`config.mk`:
```
export PLATFORM = sky130hd
export DESIGN_NAME = dsb_exec
export DESIGN_NICKNAME = d
export VERILOG_FILES = /design/src/design/dsb_pkg.sv /design/src/design/dsb_decode.sv /design/src/design/dsb_alu.sv /design/src/design/dsb_exec.sv
export VERILOG_INCLUDE_DIRS = /design/src /design/src/design
export SDC_FILE = /design/constraint.sdc
export NUM_CORES = 1
export LEC_CHECK = 0
export ABC_AREA = 1
export BUFFER_PORTS_ARGS = -buffer_cell sky130_fd_sc_hd__buf_2
export CAP_MARGIN = 25
export CORE_MARGIN = 2
export CORE_UTILIZATION = 58
export DETAILED_ROUTE_END_ITERATION = 6
export MAX_ROUTING_LAYER = met4
export PLACE_DENSITY = 0.81
export SYNTH_ARGS = -nofsm -noshare
export SYNTH_HDL_FRONTEND = slang
export SYNTH_SLANG_ARGS = --single-unit
```
`constraint.sdc`:
```
create_clock -name clk -period 4.1 [get_ports clk]
set_clock_uncertainty 0.2 [all_clocks]
set_input_delay 0.82 -clock clk [delete_from_list [all_inputs] [get_ports clk]]
set_output_delay 0.82 -clock clk [all_outputs]
set_load 0.01 [all_outputs]
```
`src/design/dsb_defines.svh`:
```
// constants for the decrement, skip and jump execution block
`ifndef DSB_DEFINES_SVH
`define DSB_DEFINES_SVH

`define DSB_WORD_W        14
`define DSB_PC_W          13
`define DSB_DATA_W        8
`define DSB_FADDR_W       7
`define DSB_JUMP_K_W      11
`define DSB_LATCH_W       8

`define DSB_OPC_HI        13
`define DSB_OPC_LO        8
`define DSB_JMP_OPC_LO    11
`define DSB_DEST_BIT      7
`define DSB_FADDR_HI      6
`define DSB_K_HI          10
`define DSB_LATCH_HI      4
`define DSB_LATCH_LO      3

`define DSB_OPC_DEC_FILE  6'h03
`define DSB_OPC_DEC_SKIP  6'h0b
`define DSB_OPC_JUMP      3'h5

`define DSB_NOP_WORD      14'h0000
`define DSB_PC_RESET      13'h0000
`define DSB_PC_STEP       13'h0001
`define DSB_DATA_ONE      8'h01
`define DSB_DATA_ZERO     8'h00
`define DSB_FADDR_RESET   7'h00

`endif

```
`src/design/dsb_pkg.sv`:
```
// types for the decrement, skip and jump execution block
`include "dsb_defines.svh"

package dsb_pkg;

  typedef enum logic [1:0] {
    ph_q1 = 2'b00,
    ph_q2 = 2'b01,
    ph_q3 = 2'b10,
    ph_q4 = 2'b11
  } dsb_phase_t;

  typedef enum logic [1:0] {
    op_other     = 2'b00,
    op_dec_file  = 2'b01,
    op_dec_skip  = 2'b10,
    op_jump      = 2'b11
  } dsb_op_t;

  typedef struct packed {
    dsb_phase_t                   phase;
    logic [`DSB_PC_W-1:0]         pc;
    logic [`DSB_WORD_W-1:0]       exec_word;
    logic                         nop_slot;
    logic [`DSB_FADDR_W-1:0]      file_addr;
    logic [`DSB_DATA_W-1:0]       operand;
    logic                         file_wr_en;
    logic [`DSB_DATA_W-1:0]       file_wr_data;
    logic [`DSB_DATA_W-1:0]       w;
    logic                         z;
    logic                         flush;
    logic                         foreign_op;
  } dsb_state_t;

endpackage

```
`src/design/dsb_decode.sv`:
```
// instruction word decoder for the three handled instructions
`timescale 1ns/1ps
`default_nettype none
`include "dsb_defines.svh"

module dsb_decode (
  input  wire logic [`DSB_WORD_W-1:0]   word,     // executing instruction word
  output dsb_pkg::dsb_op_t              op,       // decoded instruction kind
  output logic                          dest,     // 1: file register, 0: working register
  output logic [`DSB_FADDR_W-1:0]       faddr,    // file register address
  output logic [`DSB_JUMP_K_W-1:0]      jump_k    // jump immediate
);

  always_comb begin
    dest   = word[`DSB_DEST_BIT];
    faddr  = word[`DSB_FADDR_HI:0];
    jump_k = word[`DSB_K_HI:0];
    if (word[`DSB_OPC_HI:`DSB_OPC_LO] == `DSB_OPC_DEC_FILE) begin             // [RULE1]
      op = dsb_pkg::op_dec_file;
    end else if (word[`DSB_OPC_HI:`DSB_OPC_LO] == `DSB_OPC_DEC_SKIP) begin    // [RULE3]
      op = dsb_pkg::op_dec_skip;
    end else if (word[`DSB_OPC_HI:`DSB_JMP_OPC_LO] == `DSB_OPC_JUMP) begin    // [RULE8]
      op = dsb_pkg::op_jump;
    end else begin
      op = dsb_pkg::op_other;
    end
  end

endmodule

`default_nettype wire

```
`src/design/dsb_alu.sv`:
```
// decrement unit with zero detect
`timescale 1ns/1ps
`default_nettype none
`include "dsb_defines.svh"

module dsb_alu (
  input  wire logic [`DSB_DATA_W-1:0]   operand,  // file register value
  output logic [`DSB_DATA_W-1:0]        result,   // operand minus one
  output logic                          is_zero   // result equals zero
);

  always_comb begin
    result  = operand - `DSB_DATA_ONE;                                       // [RULE1] [RULE3]
    is_zero = (result == `DSB_DATA_ZERO);
  end

endmodule

`default_nettype wire

```
`src/design/dsb_exec.sv`:
```
// execution core slice for decrement, decrement-skip and unconditional jump
// Operation
// RULE1 - decode decrement-file from 00 0011, bit 7 destination, bits 6:0 address; subtract one
// RULE2 - decrement-file result goes to working register if dest 0, file if 1
// RULE3 - decode decrement-skip from 00 1011, same fields; subtract one from addressed value
// RULE4 - decrement-skip result goes to working register if dest 0, file if 1
// RULE5 - decrement-skip skips the next instruction when its result is zero
// RULE6 - a taken skip discards the already fetched word unexecuted
// RULE7 - a taken skip runs a no-operation cycle instead, two cycles total
// RULE8 - jump decoded from 10 1, eleven-bit immediate loads program counter 10:0
// RULE9 - jump copies high latch bits 4:3 into program counter 12:11
// RULE10 - jump takes two instruction cycles, flushing the sequentially fetched word
// RULE11 - decrement-file updates zero flag; skip and jump leave status unchanged
`timescale 1ns/1ps
`default_nettype none
`include "dsb_defines.svh"

module dsb_exec (
  input  wire logic                       clk,           // 20 MHz core clock
  input  wire logic                       rst_b,         // async reset, active low
  input  wire logic [`DSB_WORD_W-1:0]     prog_data,     // word read at prog_addr
  input  wire logic [`DSB_DATA_W-1:0]     file_rd_data,  // file register at file_addr
  input  wire logic [`DSB_LATCH_W-1:0]    pc_high_latch, // program counter high latch
  output logic [`DSB_PC_W-1:0]            prog_addr,     // fetch address
  output logic [`DSB_FADDR_W-1:0]         file_addr,     // file register address
  output logic                            file_wr_en,    // file write strobe
  output logic [`DSB_DATA_W-1:0]          file_wr_data,  // file write data
  output logic [`DSB_DATA_W-1:0]          w_reg,         // working register
  output logic                            z_flag,        // zero flag
  output logic                            nop_slot,      // current cycle is a forced no-op
  output logic                            foreign_op,    // current word handled elsewhere
  output logic [1:0]                      phase          // instruction cycle quarter
);

  ////////////////////////////////////////////////////////////////////////////////
  // state and decode of the executing word

  dsb_pkg::dsb_state_t              s_r;
  dsb_pkg::dsb_state_t              s_nxt;
  dsb_pkg::dsb_op_t                 dec_op;
  logic                             dec_dest;
  logic [`DSB_FADDR_W-1:0]          dec_faddr;
  logic [`DSB_JUMP_K_W-1:0]         dec_k;
  logic [`DSB_DATA_W-1:0]           alu_result;
  logic                             alu_zero;
  logic                             is_dec;

  dsb_decode u_decode (
    .word   (s_r.exec_word),
    .op     (dec_op),
    .dest   (dec_dest),
    .faddr  (dec_faddr),
    .jump_k (dec_k)
  );

  dsb_alu u_alu (
    .operand (s_r.operand),
    .result  (alu_result),
    .is_zero (alu_zero)
  );

  // a forced no-op holds the all-zero word, which never decodes as a handled op
  assign is_dec = (dec_op == dsb_pkg::op_dec_file) || (dec_op == dsb_pkg::op_dec_skip);

  ////////////////////////////////////////////////////////////////////////////////
  // four quarters make one instruction cycle: the quarter counter is the divider

  always_comb begin
    s_nxt            = s_r;
    s_nxt.file_wr_en = 1'b0;
    unique case (s_r.phase)
      dsb_pkg::ph_q1: begin
        s_nxt.phase      = dsb_pkg::ph_q2;
        s_nxt.file_addr  = dec_faddr;                                        // [RULE1] [RULE3]
        s_nxt.foreign_op = (dec_op == dsb_pkg::op_other) && !s_r.nop_slot;
        s_nxt.flush      = 1'b0;
      end
      dsb_pkg::ph_q2: begin
        s_nxt.phase   = dsb_pkg::ph_q3;
        s_nxt.operand = file_rd_data;
      end
      dsb_pkg::ph_q3: begin
        s_nxt.phase = dsb_pkg::ph_q4;
        if (is_dec) begin
          if (dec_dest) begin                                               // [RULE2] [RULE4]
            s_nxt.file_wr_en   = 1'b1;
            s_nxt.file_wr_data = alu_result;
          end else begin
            s_nxt.w = alu_result;                                            // [RULE2] [RULE4]
          end
        end
        // only the plain decrement touches status; skip and jump leave it alone
        if (dec_op == dsb_pkg::op_dec_file) begin
          s_nxt.z = alu_zero;                                                // [RULE11]
        end
        s_nxt.flush = ((dec_op == dsb_pkg::op_dec_skip) && alu_zero)         // [RULE5]
                    || (dec_op == dsb_pkg::op_jump);                         // [RULE10]
      end
      dsb_pkg::ph_q4: begin
        s_nxt.phase = dsb_pkg::ph_q1;
        if (dec_op == dsb_pkg::op_jump) begin
          s_nxt.pc = {pc_high_latch[`DSB_LATCH_HI:`DSB_LATCH_LO], dec_k};    // [RULE8] [RULE9]
        end else begin
          s_nxt.pc = s_r.pc + `DSB_PC_STEP;
        end
        // the word fetched during this cycle is dropped when a skip or jump was taken;
        // its slot runs as a no-op so the taking instruction spans two cycles
        if (s_r.flush) begin
          s_nxt.exec_word = `DSB_NOP_WORD;                                   // [RULE6] [RULE10]
          s_nxt.nop_slot  = 1'b1;                                            // [RULE7]
        end else begin
          s_nxt.exec_word = prog_data;
          s_nxt.nop_slot  = 1'b0;
        end
      end
    endcase
  end

  ////////////////////////////////////////////////////////////////////////////////
  // state register

  always_ff @(posedge clk or negedge rst_b) begin
    if (!rst_b) begin
      s_r.phase        <= dsb_pkg::ph_q1;
      s_r.pc           <= `DSB_PC_RESET;
      s_r.exec_word    <= `DSB_NOP_WORD;
      s_r.nop_slot     <= 1'b1;
      s_r.file_addr    <= `DSB_FADDR_RESET;
      s_r.operand      <= `DSB_DATA_ZERO;
      s_r.file_wr_en   <= 1'b0;
      s_r.file_wr_data <= `DSB_DATA_ZERO;
      s_r.w            <= `DSB_DATA_ZERO;
      s_r.z            <= 1'b0;
      s_r.flush        <= 1'b0;
      s_r.foreign_op   <= 1'b0;
    end else begin
      s_r <= s_nxt;
    end
  end

  ////////////////////////////////////////////////////////////////////////////////
  // outputs straight from the state register

  assign prog_addr    = s_r.pc;
  assign file_addr    = s_r.file_addr;
  assign file_wr_en   = s_r.file_wr_en;
  assign file_wr_data = s_r.file_wr_data;
  assign w_reg        = s_r.w;
  assign z_flag       = s_r.z;
  assign nop_slot     = s_r.nop_slot;
  assign foreign_op   = s_r.foreign_op;
  assign phase        = s_r.phase;

endmodule

`default_nettype wire

```
Yosys cells after proc, flatten, opt, wreduce, memory -nomap -nowiden:

Index checks and enable logic that the tools add are counted.

* register bits: 65
* output and inout port bits: 42
* input port bits: 32
* logic and storage cells: 48

* bitwise logic cells: 1
* add/sub/neg operators: 2
* equality and inequality tests: 9
* mux-type cells: 12
* reduce and logical (&&, ||, !) cells: 12

Operators by type and width (count)
* $mux 18: 1
* $mux 17: 1
* $mux 15: 1
* $add 13x1->13 const B: 1
* $mux 13: 1
* $mux 9: 1
* $eq 2x2->1 const B: 4
* $logic_not 8->1: 1
* $mux 8: 1
* $pmux 2 s4: 1
* $sub 8x1->8 const B: 1
* $eq 6x2->1 const B: 1
* $eq 6x4->1 const B: 1
* $mux 2: 3
* $reduce_and 3->1: 2
* $eq 2x1->1 const B: 2
* $logic_not 2->1: 2
* $eq 3x3->1 const B: 1
* $logic_and 1x1->1: 2
* $logic_or 1x1->1: 2
* $pmux 1 s2: 1
* $reduce_and 2->1: 1
* $reduce_bool 2->1: 1
* $logic_not 1->1: 1
* other kinds (2): 2

Depth between registers and ports, before layout:

* depth after elaboration: 8
* gate-level depth with buffers: 13
* mapped depth without buffers: 13

Cells and area by module:

A second synthesis with hierarchy kept.

* cell total of the unflattened synthesis: 417
* area total of the unflattened synthesis: 3668.5 um2

Modules (own cells, without submodules)
* dsb_exec: cells an instance 340, seq. area each 1627.8 um2, instances 1, area each 3243.1 um2
* dsb_alu: cells an instance 46, seq. area each 0.0 um2, instances 1, area each 235.2 um2
* dsb_decode: cells an instance 31, seq. area each 0.0 um2, instances 1, area each 190.2 um2

Worst setup path after synthesis:

Ideal clock, no wire load.

* kind: reg-to-reg
* start point: reg s_r[20] (netlist name)
* end point: reg s_r[1] in the netlist's numbering
* period minus slack after synthesis: 1.657 ns
* stages on the path, launching flop included: 13
* path slack: 2.443 ns
* data required time: 3.834 ns
* setup time: 0.066 ns
* buffers on the path: 0
* arrival time: 1.391 ns
* cell sequence: dfrtp_1 -> inv_2 -> ha_1 -> inv_1 -> nor2_1 -> nand2_1 -> o21ai_1 -> nand2_1 -> nor2_2 -> nand3_1 -> nand2_1 -> nand2_1 -> nand2_1

* longest elaborated chain between the ends: 5

Ends and longest elaborated chain
* $sub 8x1->8 (no source line)
* net alu_result[0]: line dsb_exec.sv:44 `` logic [`DSB_DATA_W-1:0] alu_result; ``
* $logic_not 8->1 (no source line)
* $logic_and 1x1->1: line dsb_exec.sv:96 `s_nxt.flush = ((dec_op == dsb_pkg::op_dec_skip) && alu_zero)`
* $logic_or 1x1->1: line dsb_exec.sv:97 `|| (dec_op == dsb_pkg::op_jump);`
* $pmux 1 s2: line dsb_exec.sv:71 `unique case (s_r.phase)`
* end signal, assigned: line dsb_exec.sv:137 `s_r <= s_nxt;`
* end, declared: line dsb_exec.sv:38 `dsb_pkg::dsb_state_t s_r;`

The timed path passes the listed nets, and every way through them passes these cells.
A chain may end at the register's enable or synchronous reset.

Worst setup path in the final report:

* start point: reg phase[0] (netlist name)
* end point: reg s_r[36] in the netlist's numbering

* longest elaborated chain between the ends: 1

Ends and longest elaborated chain (line)
* $eq 2x2->1: dsb_exec.sv:71

Every way passes these cells.

==> out/qor.csv <==
metric;value;unit
crit_path_end;s_r[36]$_DFFE_PN0N_;
ir_drop;0.221;mV
relSlewSlack;40.6;%
fp.coreArea;5510;um^2
p_per_area;453;nW/um^2
ys_ff_latch;65;
ios;74;
drc;0;
detail-route-antenna-nets;0;
clk_pin_slew;70;ps
worst-r2r-cell-count;6;
final_nets;461;
reg2reg_to;s_r[36]$_DFFE_PN0N_;
multi_input_area;1180;um^2
startpoint;phase[0]$_DFF_PN0_;
synth_top_area_share;48.7;%
yosysWarnings;0;
final_area;3600;um^2
viasPerCell;5.17;
dpl_worst_slack;1920;ps
worstPathRequired;4140;ps
period_share;53.1;%
endpoint_kind;flip-flop;
path_class;flip-flop to flip-flop;
synthTopCellsByCount;nand2_1 (112), dfrtp_1 (64), buf_4 (41);
synth_area_leaders;dfrtp_1 (49%), nand2_1 (13%), buf_4 (9.4%);
status;finished, final reports clean;
seqCellArea;1630;um^2
grt_pass1_wl;10.9;mm
synth_edf_count;0;
yosysTopAreaCell;dfrtp_1;
drive_gt1_share;23.7;%
worst_pin_slew;889;ps
maxCapViolCount;0;
cts_tree;done;
syn_area_per_cell;8.44;um^2
max_freq;0.459;GHz
crit_slowest_cell;nor2_2;
largest_register_ffs;23;
dpl-instance-area;3390;um^2
yosysMostFrequentCell;nand2_1;
drt_wl_total;6.54;mm
dr_wl_met2;2.92;mm
syn_area;3290;um^2
crit_path_cell_trace;ha_1, buf_4, inv_1, nor2_2, nand2_1, o21ai_0;
cts_buffers;9;
clockBufferDepth;2;
path_max_fanout;26;
setup_viol;0;
overflow;0;
regMostFlops;s_r;
finalHoldViolCount;0;
holdBufCountCts;0;
start_util;59.8;%
grt_pass1_vias;2383;
wl_met1;3.10;mm
grt_max_degree;46;
rows;27;
worst_setup_path_start_kind;flip-flop;
slew_viol_final;0;
die-area;6290;um^2
ys_seq_area_share;49.4;%
cpPeakStageDelay;530;ps
insertion_delay;330;ps
postCtsSetupRepairBufs;0;
p_leak;1.92;nW
io_buffers;67;
cts_resized;0;
fillers;460;
r2r_slack;1920;ps
root_buffer;clkbuf_8;
wl_met3;337;um
hold_path_class;primary input to asynchronous set/reset pin;
setup_slack;1920;ps
die_x;79.3;um
antenna_found_initial;0;
clock-sinks;65;
dp.cells;482;
timing.final.crit_period;2180;ps
ys.flop_type;dfrtp_1;
synth-async-reset-ratio;100;%
syn-num-nets;429;
syn_inst;390;
finalPower;1.63;mW
fin_setup_tns;0;ps
wl_per_cell;13.1;um
die_height;79.3;um
syn2layout_area_growth;9.43;%
stdcell_count;499;
top_layer;met4;
arrival;2220;ps
first_iter_violations;252;
vias;2580;
antenna_cells;0;
ctsHtreeMaxLevel;3;
place_hpwl;4.54;mm
rsz0062_at_grt;no;
first_pass_iters;5;
groute.usage.overall;23.1;%
place_congestion;0.881;
synth_cell_types;29;
rr_startpoint;phase[0]$_DFF_PN0_;
power by group:
group | leakage, nW | switching (mW) | internal, mW
Combinational | 1.02 | 0.181 | 0.128
Sequential | 0.797 | 0.0859 | 0.720
Clock | 0.102 | 0.233 | 0.284
final cells by class:
cell class | instances | share of cell area (%)
flip-flops and latches | 65 | 45.2
multi-input cells | 239 | 32.8
repair buffers | 70 | 10.3
clock buffers | 14 | 5.07
inverters | 37 | 3.86
well taps | 72 | 2.50
clock inverters | 2 | 0.278
per-stage QoR:
step           hold WS (ps)  util (%)
2_1_floorplan           243         -
3_3_place_gp            252      61.6
4_1_cts                 278      65.1
6_report               90.3      65.4
5_1_grt                85.1      65.4
3_5_place_dp            260      61.6
per-layer routing:
metal / vias to the layer above / track usage, %
li1: 1270 / -
met1: 1205 / 33.2
met2: 86 / 31.3
met3: 19 / 3.64
met4: 0 / 12.9
met5: - / -
layout by cell type (no fill, tap or decap), types with 12 or more instances in the layout:
cell	n
nor2_1	18
buf_2	67
dfrtp_1	64
inv_1	36
o21ai_0	33
nand2_1	112
o21ai_1	14
nand3_1	15
a21oi_1	12
clkbuf_8	13
worst min path at each step:
stage	start	slack (ps)	cells after the start	to
after global placement	file_addr[6]$_DFFE_PN0P_	250	2	file_addr[6]$_DFFE_PN0P_
after detailed placement	w_reg[6]$_DFFE_PN0P_	260	2	w_reg[6]$_DFFE_PN0P_
after floorplan	file_addr[1]$_DFFE_PN0P_	240	2	file_addr[1]$_DFFE_PN0P_
after CTS	w_reg[6]$_DFFE_PN0P_	280	2	w_reg[6]$_DFFE_PN0P_
final	rst_b	90	1	prog_addr[5]$_DFFE_PN0N_
after global routing	rst_b	90	1	prog_addr[5]$_DFFE_PN0N_
kinds of logic after synthesis:
kind of cell | synth area share [%]
adder cells (fa/ha/maj) | 2.66
buffers and inverters | 14.6
multiplexers | 0.684
flip-flops | 49.4
AND/OR/NAND/NOR | 20.6
XOR/XNOR | 1.03
AO/OA/AOI/OAI | 10.9
critical path: cells and delay by family, from the launching register on:
kind,cells,cell delay [ps]
AOI/OAI and AO/OA,1,110
adders and majority gates,1,160
buffers and inverters,2,570
DFF,1,400
and+or+nand+nor,2,640
(Power assumes the default switching activity.)
